==> config.mk <==
export PLATFORM = sky130hd
export DESIGN_NAME = pwcfg_bank
export DESIGN_NICKNAME = d
export VERILOG_FILES = /design/src/core/pwcfg_bank.v
export VERILOG_INCLUDE_DIRS = /design/src /design/src/core
export SDC_FILE = /design/constraint.sdc
export NUM_CORES = 1
export LEC_CHECK = 0
export BUFFER_PORTS_ARGS = -buffer_cell sky130_fd_sc_hd__buf_2
export CORE_MARGIN = 2
export CORE_UTILIZATION = 44
export CTS_BUF_LIST = sky130_fd_sc_hd__clkbuf_16
export DETAILED_ROUTE_END_ITERATION = 8
export PLACE_DENSITY_LB_ADDON = 0.15
export SYNTH_ARGS = -nofsm -noshare
export SYNTH_HDL_FRONTEND = slang
export SYNTH_SLANG_ARGS = --single-unit
==> constraint.sdc <==
create_clock -name mclk_i -period 1.8 [get_ports mclk_i]
set_clock_uncertainty 0.1 [all_clocks]
set_input_delay 0.36 -clock mclk_i [delete_from_list [all_inputs] [get_ports mclk_i]]
set_output_delay 0.36 -clock mclk_i [all_outputs]
set_load 0.1 [all_outputs]
==> src/core/pwcfg_defs.vh <==
// constants for the warning threshold and hiccup/sync configuration bank
// included by core/pwcfg_bank.v; definitions only
`ifndef PWCFG_DEFS_VH
`define PWCFG_DEFS_VH

// -----------------------------------------------------------------
// register offsets
// -----------------------------------------------------------------
`define PWCFG_ADDR_THRESH   8'h09
`define PWCFG_ADDR_HICCUP   8'h0A
`define PWCFG_ADDR_STATUS   8'h0E

// -----------------------------------------------------------------
// field positions
// -----------------------------------------------------------------
`define PWCFG_OVH_HI        5
`define PWCFG_OVH_LO        4
`define PWCFG_LOWV_HI       3
`define PWCFG_LOWV_LO       0
`define PWCFG_SYNC_BIT      7
`define PWCFG_RETRY_HI      3
`define PWCFG_RETRY_LO      0
`define PWCFG_ST_OVH_BIT    5
`define PWCFG_ST_LOWV_BIT   4

// -----------------------------------------------------------------
// codes and reset values
// -----------------------------------------------------------------
`define PWCFG_OVH_OFF       2'h0
`define PWCFG_OVH_105       2'h1
`define PWCFG_OVH_115       2'h2
`define PWCFG_OVH_125       2'h3
`define PWCFG_LOWV_OFF      4'hF
`define PWCFG_THRESH_RST    8'h00
`define PWCFG_RSVD_RST      3'h0

`endif

==> src/core/pwcfg_bank.v <==
// warning threshold and hiccup/sync configuration registers, with
// the overheat and low-supply warning flags they arm.
// assumes a byte-wide register port from the serial slave on mclk_i,
// and comparator/enable inputs arriving asynchronously from analog.
//
// Functional notes
// - enabled threshold crossed sets matching overheat or low-supply flag
// - overheat code 00 off, 01 105C, 10 115C, 11 125C
// - low-supply code 0..14 selects 4.2 V plus 0.5 V per step
// - low-supply code 1111 disables warning; flag never sets
// - overheat field resets to 00, warning off
// - sync bit 0 makes pin a clock input, 1 a clock output
// - retry-disable bit 1 turns off hiccup and short-circuit protection
// - retry-disable reset value from one factory setting for all four
// - sync direction reset value from factory setting, nominal 0
// - low-supply field resets to 0000, 4.2 V
// - any unmasked warning pulls active-low interrupt low
// - flags sticky; cleared by writing 1 or all channel enables low
`timescale 1ns/10ps
`include "pwcfg_defs.vh"

module pwcfg_bank #(
    parameter        NUM_CH          = 4,
    parameter [0:0]  FUSE_RETRY_DIS  = 1'b0,
    parameter [0:0]  FUSE_SYNC_OUT   = 1'b0
) (
    // clock and reset
    input  wire                mclk_i,
    input  wire                rst_n_i,
    // register port
    input  wire                reg_wr_i,
    input  wire                reg_rd_i,
    input  wire [7:0]          reg_addr_i,
    input  wire [7:0]          reg_wdata_i,
    output reg  [7:0]          reg_rdata_o,
    // analog comparator hits, one per threshold code (asynchronous)
    input  wire [2:0]          overheat_hit_i,
    input  wire [14:0]         low_supply_hit_i,
    input  wire [NUM_CH-1:0]   channel_enable_inputs_i,
    // interrupt mask for the two warnings, 1 = masked
    input  wire [1:0]          warn_mask_i,
    // sync pin
    input  wire                sync_pin_i,
    input  wire                sync_clk_src_i,
    output wire                sync_pin_o,
    output wire                sync_pin_oe_n_o,
    output wire                sync_clk_in_o,
    // protection controls and configuration
    output wire [NUM_CH-1:0]   retry_protect_en_o,
    output wire [NUM_CH-1:0]   short_protect_en_o,
    output wire [1:0]          overheat_limit_sel_o,
    output wire [3:0]          low_supply_limit_sel_o,
    // warning flags and interrupt
    output reg                 overheat_flag_o,
    output reg                 low_supply_flag_o,
    output wire                irq_n_o
);

    // -----------------------------------------------------------------
    // storage
    // -----------------------------------------------------------------
    reg  [7:0]          thresh_cfg;
    reg                 sync_out;
    reg  [2:0]          hic_rsvd;
    reg  [NUM_CH-1:0]   retry_dis;

    // -----------------------------------------------------------------
    // input synchronisers: two flops, only the second is read
    // -----------------------------------------------------------------
    reg  [2:0]          ovh_s1, ovh_s2;
    reg  [14:0]         lowv_s1, lowv_s2;
    reg  [NUM_CH-1:0]   en_s1, en_s2;
    reg                 syn_s1, syn_s2;

    always @(posedge mclk_i) begin
        ovh_s1  <= overheat_hit_i;
        ovh_s2  <= ovh_s1;
        lowv_s1 <= low_supply_hit_i;
        lowv_s2 <= lowv_s1;
        en_s1   <= channel_enable_inputs_i;
        en_s2   <= en_s1;
        syn_s1  <= sync_pin_i;
        syn_s2  <= syn_s1;
    end

    // -----------------------------------------------------------------
    // threshold decode
    // -----------------------------------------------------------------
    // the comparators resolve each code; logic only picks the one armed
    function ovh_sel;
        input [1:0] code;
        input [2:0] hit;
        begin
            case (code)
                `PWCFG_OVH_105: ovh_sel = hit[0];
                `PWCFG_OVH_115: ovh_sel = hit[1];
                `PWCFG_OVH_125: ovh_sel = hit[2];
                default:        ovh_sel = 1'b0;
            endcase
        end
    endfunction

    function lowv_sel;
        input [3:0]  code;
        input [14:0] hit;
        begin
            if (code == `PWCFG_LOWV_OFF)
                lowv_sel = 1'b0;
            else
                lowv_sel = hit[code];
        end
    endfunction

    wire [1:0] ovh_code  = thresh_cfg[`PWCFG_OVH_HI:`PWCFG_OVH_LO];
    wire [3:0] lowv_code = thresh_cfg[`PWCFG_LOWV_HI:`PWCFG_LOWV_LO];
    wire       ovh_evt   = ovh_sel(ovh_code, ovh_s2);
    wire       lowv_evt  = lowv_sel(lowv_code, lowv_s2);
    wire       all_off   = ~|en_s2;

    // -----------------------------------------------------------------
    // register writes
    // -----------------------------------------------------------------
    wire wr_th  = reg_wr_i && (reg_addr_i == `PWCFG_ADDR_THRESH);
    wire wr_hic = reg_wr_i && (reg_addr_i == `PWCFG_ADDR_HICCUP);
    wire wr_st  = reg_wr_i && (reg_addr_i == `PWCFG_ADDR_STATUS);

    always @(posedge mclk_i) begin
        if (!rst_n_i) begin
            thresh_cfg <= `PWCFG_THRESH_RST;
            sync_out   <= FUSE_SYNC_OUT;
            hic_rsvd   <= `PWCFG_RSVD_RST;
            retry_dis  <= {NUM_CH{FUSE_RETRY_DIS}};
        end else begin
            if (wr_th)
                thresh_cfg <= reg_wdata_i;
            if (wr_hic) begin
                sync_out  <= reg_wdata_i[`PWCFG_SYNC_BIT];
                hic_rsvd  <= reg_wdata_i[6:4];
                retry_dis <= reg_wdata_i[`PWCFG_RETRY_HI:`PWCFG_RETRY_LO];
            end
        end
    end

    // -----------------------------------------------------------------
    // sticky warning flags
    // -----------------------------------------------------------------
    // set wins over a same-cycle write-1 clear so no event is lost
    always @(posedge mclk_i) begin
        if (!rst_n_i) begin
            overheat_flag_o   <= 1'b0;
            low_supply_flag_o <= 1'b0;
        end else begin
            if (ovh_evt)
                overheat_flag_o <= 1'b1;
            else if (all_off || (wr_st && reg_wdata_i[`PWCFG_ST_OVH_BIT]))
                overheat_flag_o <= 1'b0;
            if (lowv_evt)
                low_supply_flag_o <= 1'b1;
            else if (all_off || (wr_st && reg_wdata_i[`PWCFG_ST_LOWV_BIT]))
                low_supply_flag_o <= 1'b0;
        end
    end

    assign irq_n_o = ~((overheat_flag_o & ~warn_mask_i[1]) |
                       (low_supply_flag_o & ~warn_mask_i[0]));

    // -----------------------------------------------------------------
    // read back
    // -----------------------------------------------------------------
    always @(posedge mclk_i) begin
        if (!rst_n_i)
            reg_rdata_o <= 8'h00;
        else if (reg_rd_i) begin
            case (reg_addr_i)
                `PWCFG_ADDR_THRESH: reg_rdata_o <= thresh_cfg;
                `PWCFG_ADDR_HICCUP: reg_rdata_o <= {sync_out, hic_rsvd, retry_dis};
                `PWCFG_ADDR_STATUS: reg_rdata_o <= {2'h0, overheat_flag_o,
                                                    low_supply_flag_o, 4'h0};
                default:            reg_rdata_o <= 8'h00;
            endcase
        end
    end

    // -----------------------------------------------------------------
    // outputs
    // -----------------------------------------------------------------
    // reserved bits feed nothing below, only the read path
    assign sync_pin_o             = sync_clk_src_i & sync_out;
    assign sync_pin_oe_n_o        = ~sync_out;
    assign sync_clk_in_o          = syn_s2 & ~sync_out;
    assign retry_protect_en_o     = ~retry_dis;
    assign short_protect_en_o     = ~retry_dis;
    assign overheat_limit_sel_o   = ovh_code;
    assign low_supply_limit_sel_o = lowv_code;

endmodule

==> results.sh, run 1 <==
export IMPL_clock_root_buffer="clkbuf_16"
export IMPL_fmax_mhz=600
export IMPL_layout_common_cells="70 x dfxtp_1, 69 x buf_2, 20 x mux2i_1, 20 x nor2b_1, 14 x a22o_1"
export IMPL_cpLargestDelayFamily="flip-flops"
export IMPL_dpl_hpwl_um=3020
export IMPL_max_stage_delay_ns=0.53
export IMPL_final_common_cell="dfxtp_1"
export IMPL_synthesis_nets=234
export IMPL_clockBufferDepth=2
export IMPL_synthTopCellsByArea="dfxtp_1 62%, mux2i_1 8.6%, nor2b_1 5.6%, a22o_1 5.2%, buf_4 3.2%"
export IMPL_cts_sinks=72
export IMPL_arrival_ns=1.21
export IMPL_fp_dieH_um=76.9
export IMPL_p_total_mw=3.35
export IMPL_port_buffers=73
export IMPL_grt_max_degree=16
export IMPL_clkTransAtPathRegs_ns=0.05
export IMPL_yosysSeqAreaShare_pct=61.7
export IMPL_cts_tree="yes"
export IMPL_start_util_pct=45.7
export IMPL_ctsHoldBuffers=0
export IMPL_crit_fanout=9
export IMPL_synth_top_flop_cell="dfxtp_1"
export IMPL_synth_top_area_share_pct=61.7
export IMPL_dieWidth_um=76.9
export IMPL_period_share_pct=92.7
export IMPL_grt_antenna_before_repair=0
export IMPL_synth_edff_count=0
export IMPL_power_density_nw_per_um2=1090
export IMPL_dpl_cell_area_um2=2800
export IMPL_peakVddDrop_uv=1070
export IMPL_synth_cell_area_um2=2340
export IMPL_drive_gt1_share_pct=39.7
export IMPL_layout_min_cycle_time_ns=1.67
export IMPL_rsz0062_at_grt="no"
export IMPL_track_usage_pct=15.4
export IMPL_hp_class="input port to flop"
export IMPL_antenna_cells=0
export IMPL_worst_pin_slew_ns=0.526
export IMPL_syn_to_final_growth_pct=31.5
export IMPL_route_vias_total=1513
export IMPL_syn_inst=188
export IMPL_first_global_vias=1528
export IMPL_viasPerCell=4.49
export IMPL_grt_overflow_total=0
export IMPL_cpMaxStageDelayCell="dfxtp_1"
export IMPL_yosysUniqueCellTypes=30
export IMPL_drv_cap=0
export IMPL_crit_type="flop to primary output"
export IMPL_ys_warn_count=0
export IMPL_grt_pass1_wl_um=7060
export IMPL_slew_headroom_pct=64.9
export IMPL_coreArea_um2=5110
export IMPL_synth_top_cell_by_area="dfxtp_1"
export IMPL_drc=0
export IMPL_slew_violations=0
export IMPL_ys_seq_elements=72
export IMPL_wire_per_inst_um=12.4
export IMPL_post_cts_buffers=0
export IMPL_fin_util_pct=60.1
export IMPL_status="finished, final reports clean"
export IMPL_ios=74
export IMPL_fin_nets=308
export IMPL_die_area_um2=5910
export IMPL_placementRows=26
export IMPL_finalSetupViolations=0
export IMPL_drtIter0Drc=63
export IMPL_postSynthAreaPerCell_um2=12.4
export IMPL_dr_pass1_iters=6
export IMPL_final_antenna_net_count=0
export IMPL_post_place_ws_ns=-0.178
export IMPL_async_flop_share_pct=0
export IMPL_h_tree_depth=3
export IMPL_place_gp_congestion=0.715
export IMPL_setup_ws_ns=0.132
export IMPL_final_cell_area_um2=3070
export IMPL_insertion_delay_ns=0.32
export IMPL_cts_inserted_buffers=9
export IMPL_end_kind="primary output"
export IMPL_power_leakage_nw=1.26
export IMPL_hold_violations=0
export IMPL_crit_required_ns=1.34
export IMPL_drt_wl_total_um=4160
export IMPL_start_kind="flop"
export IMPL_crit_buf_inv=1
export IMPL_crit_chain="buf_4"
-- registers in the layout, summed over array words and instances (netlist names) --
register,cells
hic_rsvd,3
sync_out,1
syn_s2,1
low_supply_flag_o,1
thresh_cfg,8
en_s1,4
syn_s1,1
reg_rdata_o,8
en_s2,4
overheat_flag_o,1
retry_dis,4
lowv_s2,15
ovh_s2,3
lowv_s1,15
ovh_s1,3
-- synth_stat cells (2+ instances only) --
cell type / number
a21boi_0: 2
nand2b_1: 2
buf_4: 10
mux2i_1: 20
dfxtp_1: 72
nand3_1: 4
mux4_2: 2
a22o_1: 14
o211ai_1: 2
mux2_2: 2
nor2b_1: 21
a21oi_1: 2
clkbuf_1: 7
inv_1: 7
nand3b_1: 4
a41oi_1: 2
o2111ai_1: 2
-- where the power goes --
part	internal (mW)	leakage, nW	switching (mW)
registers	1.65	0.598	0.0138
clock network	0.915	0.126	0.609
logic	0.0715	0.534	0.0920
total	2.64	1.26	0.714
-- final timing paths --
kind,slack (ns),cells after the start,from,to
hold / removal,0.04,1,low_supply_hit_i[3],lowv_s1[3]$_DFF_P_
hold reg to reg,0.23,0,en_s1[0]$_DFF_P_,en_s2[0]$_DFF_P_
setup / recovery,0.13,1,thresh_cfg[1]$_SDFFE_PN0P_,low_supply_limit_sel_o[1]
setup reg to reg,0.37,3,thresh_cfg[0]$_SDFFE_PN0P_,low_supply_flag_o$_SDFFE_PN0P_
-- stage by stage --
step / hold WS, ns / setup TNS [ns] / instances
floorplan: 0.210 / -1.84 / 188
global placement: 0.210 / -2.56 / 321
detailed placement: 0.212 / -3.06 / 321
CTS: 0.0300 / 0 / 337
global route: 0.0213 / 0 / 337
finish: 0.0388 / 0 / 337
-- layer usage --
metal | wire, um | part of all wire (%) | GRT usage, %
met3 | 234 | 5.6 | 6.12
met5 | 0 | 0 | 0
met2 | 1930 | 46 | 24.0
met1 | 1940 | 47 | 19.1
met4 | 51 | 1.2 | 6.00
-- cell type report --
| class | instances | area [um2] |
|---|---|---|
| clock buffer | 9 | 225 |
| clock inverter | 7 | 40.0 |
| fill | 456 | 2040 |
| inverter | 7 | 26.3 |
| multi-input combinational | 91 | 776 |
| sequential | 72 | 1440 |
| tap | 70 | 87.6 |
| timing repair buffer | 81 | 473 |
-- kinds of logic (layout without fill, tap and decap cells) --
family	after synthesis	in the layout	share of synthesized area (%)
AOI/OAI and AO/OA	26	26	9.11
buffers and inverters	25	104	5.68
DFF	72	72	61.7
muxes	24	24	11.5
and+or+nand+nor	41	41	12.1
-- timing repair --
action	CTS	global route
gates cloned	0	0
setup endpoints to repair	1	1
gates resized for setup	1	1
pin swaps	0	0
Note: power is estimated with default switching activity, not from simulation.
==> run 2: changes to the inputs <==
--- a/config.mk
+++ b/config.mk
@@ -6,9 +6,10 @@
 export SDC_FILE = /design/constraint.sdc
 export NUM_CORES = 1
 export LEC_CHECK = 0
+export ABC_AREA = 1
 export BUFFER_PORTS_ARGS = -buffer_cell sky130_fd_sc_hd__buf_2
 export CORE_MARGIN = 2
-export CORE_UTILIZATION = 44
+export CORE_UTILIZATION = 45
 export CTS_BUF_LIST = sky130_fd_sc_hd__clkbuf_16
 export DETAILED_ROUTE_END_ITERATION = 8
 export PLACE_DENSITY_LB_ADDON = 0.15
==> run 2 against run 1 <==
Net effect:
- worst setup slack worse by 0.056 ns
- register-to-register slack worse by 0.03 ns
- synthesized cell count is 46% higher
- utilization is 1.3 points lower
- routed wire length is 12% higher
- sequential power hardly changed
- global-route usage is 1.2 points higher
- sequential cell count stayed put
- highest routed layer unchanged
==> results.sh, run 2 <==
export IMPL_status="finished, final reports clean"
export IMPL_drtIter0Drc=76
export IMPL_power_density_nw_per_um2=1210
export IMPL_grt_overflow_total=0
export IMPL_yosysUniqueCellTypes=26
export IMPL_end_kind="primary output"
export IMPL_synthTopCellsByArea="dfxtp_1 58%, nand2_1 6.7%, inv_1 6.1%, nand3_1 5.9%, a21oi_1 4.9%"
export IMPL_start_util_pct=45.8
export IMPL_largestRegisters="lowv_s1: 15 flops, lowv_s2: 15 flops"
export IMPL_period_share_pct=95.8
export IMPL_p_comb_share_pct=4.3
export IMPL_cts_inserted_buffers=9
export IMPL_viasPerCell=4.47
export IMPL_ys_seq_elements=72
export IMPL_first_global_vias=1713
export IMPL_syn_to_final_growth_pct=28.6
export IMPL_cpMaxStageDelayCell="buf_2"
export IMPL_peakVddDrop_uv=927
export IMPL_crit_fanout=3
export IMPL_post_cts_buffers=0
export IMPL_hold_violations=0
export IMPL_ios=74
export IMPL_final_common_cell="buf_2"
export IMPL_max_stage_delay_ns=0.41
export IMPL_ctsHoldBuffers=0
export IMPL_track_usage_pct=16.6
export IMPL_final_antenna_net_count=0
export IMPL_switching_share_pct=20.3
export IMPL_finalSetupTns_ns=0
export IMPL_synthesis_nets=320
export IMPL_crit_type="flop to primary output"
export IMPL_setup_ws_ns=0.0759
export IMPL_slew_headroom_pct=67.1
export IMPL_slew_violations=0
export IMPL_drt_wl_total_um=4650
export IMPL_clock_root_buffer="clkbuf_16"
export IMPL_p_int_mw=3.07
export IMPL_drc=0
export IMPL_fmax_mhz=580
export IMPL_clockBufferDepth=2
export IMPL_arrival_ns=1.26
export IMPL_cts_sinks=72
export IMPL_worst_pin_slew_ns=0.497
export IMPL_switching_power_mw=0.780
export IMPL_p_total_mw=3.84
export IMPL_grt_pass1_wl_um=7640
export IMPL_route_vias_total=1886
export IMPL_insertion_delay_ns=0.33
export IMPL_clkPwrFrac_pct=52.4
export IMPL_fp_dieH_um=78.2
export IMPL_grt_max_degree=18
export IMPL_port_buffers=73
export IMPL_cts_tree="yes"
export IMPL_yosysSeqAreaShare_pct=58.2
export IMPL_layout_min_cycle_time_ns=1.72
export IMPL_finalSetupViolations=0
export IMPL_hp_class="input port to flop"
export IMPL_wire_per_inst_um=11.0
export IMPL_cp_common_cell="inv_1"
export IMPL_crit_chain="inv_1, o22ai_1, inv_1, buf_2"
export IMPL_fin_nets=391
export IMPL_die_area_um2=6110
export IMPL_p_seq_share_pct=43.3
export IMPL_drive_gt1_share_pct=30.9
export IMPL_netlist_top_cells_count="72 x dfxtp_1, 44 x nand2_1, 40 x inv_1"
export IMPL_synth_top_cell_by_area="dfxtp_1"
export IMPL_synth_cell_area_um2=2470
export IMPL_h_tree_depth=3
export IMPL_fin_util_pct=58.9
export IMPL_synth_top_area_share_pct=58.2
export IMPL_power_leakage_nw=1.54
export IMPL_post_synth_top_count_cell="dfxtp_1"
export IMPL_dpl_hpwl_um=3300
export IMPL_layout_common_cells="72 x buf_2, 70 x dfxtp_1, 44 x nand2_1, 41 x inv_1, 29 x nand3_1"
export IMPL_synth_top_flop_cell="dfxtp_1"
export IMPL_drv_cap=0
export IMPL_ys_warn_count=0
export IMPL_dr_pass1_iters=4
export IMPL_place_gp_congestion=0.811
export IMPL_antenna_cells=0
export IMPL_post_place_ws_ns=0.223
export IMPL_grt_antenna_before_repair=0
export IMPL_synth_edff_count=0
export IMPL_crit_required_ns=1.34
export IMPL_start_kind="flop"
export IMPL_syn_inst=274
export IMPL_clkTransAtPathRegs_ns=0.06
export IMPL_async_flop_share_pct=0
export IMPL_coreArea_um2=5410
export IMPL_postSynthAreaPerCell_um2=9.03
export IMPL_rsz0062_at_grt="no"
export IMPL_placementRows=27
export IMPL_dieWidth_um=78.2
-- run 2: cell types whose count changed after synthesis, moves of 3 or more --
cell,before,now
clkbuf_1,7,2
nand3b_1,4,1
a21oi_1,2,24
nand2_1,1,44
nand3_1,4,29
buf_4,10,13
mux2i_1,20,0
nor2b_1,21,0
inv_1,7,40
a22o_1,14,0
o21ai_0,0,19
nor2_1,1,6
-- run 2: stage by stage --
step	cells	instance area, um2	hold slack [ns]
5_1_grt	422	3180	0.0179
3_5_place_dp	406	2840	0.212
3_3_place_gp	406	2840	0.211
4_1_cts	422	3180	0.0225
2_1_floorplan	274	2480	0.210
6_report	422	3180	0.0314
-- run 2: routing by layer --
metal	track usage [%]	vias to the layer above	wire (um)
li1	-	1001	-
met1	19.6	821	2080
met2	26.9	56	2230
met3	5.98	8	263
met4	7.89	0	80
met5	0	-	0
-- run 2: power groups by stage --
stage | Clock, mW | Sequential (mW) | Combinational (mW)
after floorplan | 0 | 1.71 | 0.0857
after global placement | 0 | 1.70 | 0.163
after detailed placement | 0 | 1.70 | 0.165
after CTS | 2.04 | 1.67 | 0.166
after global routing | 2.12 | 1.67 | 0.181
final | 2.01 | 1.67 | 0.164
-- run 2: area by class of cell --
class                   instances  area [um2]
fillers                       490        2220
clock buffers                   9         225
clock inverters                 7         119
flip-flops and latches         72        1440
well taps                      72        90.1
multi-input cells             143         749
repair buffers                 77         398
inverters                      42         158
-- run 2: path summary, 6_finish.rpt --
kind,from,endpoint,slack [ns],cells after the start
setup / recovery,low_supply_flag_o$_SDFFE_PN0P_,irq_n_o,0.08,4
hold / removal,overheat_hit_i[0],ovh_s1[0]$_DFF_P_,0.03,1
setup reg to reg,thresh_cfg[0]$_SDFFE_PN0P_,low_supply_flag_o$_SDFFE_PN0P_,0.34,11
hold reg to reg,lowv_s1[13]$_DFF_P_,lowv_s2[13]$_DFF_P_,0.22,0
-- run 2: logic make-up (layout without fill, tap and decap cells) --
family          Yosys count  count (layout)  share of synthesized area, %
compound gates           52              52                          11.3
buf+inv                  59             135                          11.6
flops                    72              72                          58.2
simple gates             91              91                          18.9
-- run 2: critical path: cells and delay by family (launching register included) --
family / cells / cell delay [ns]
buffers and inverters: 3 / 0.53
AOI/OAI and AO/OA: 1 / 0.08
DFF: 1 / 0.33
-- run 2: what timing repair did --
action	4_1_cts	5_1_grt
gates resized for setup	0	1
setup endpoints to repair	0	1
hold endpoints to repair	0	0
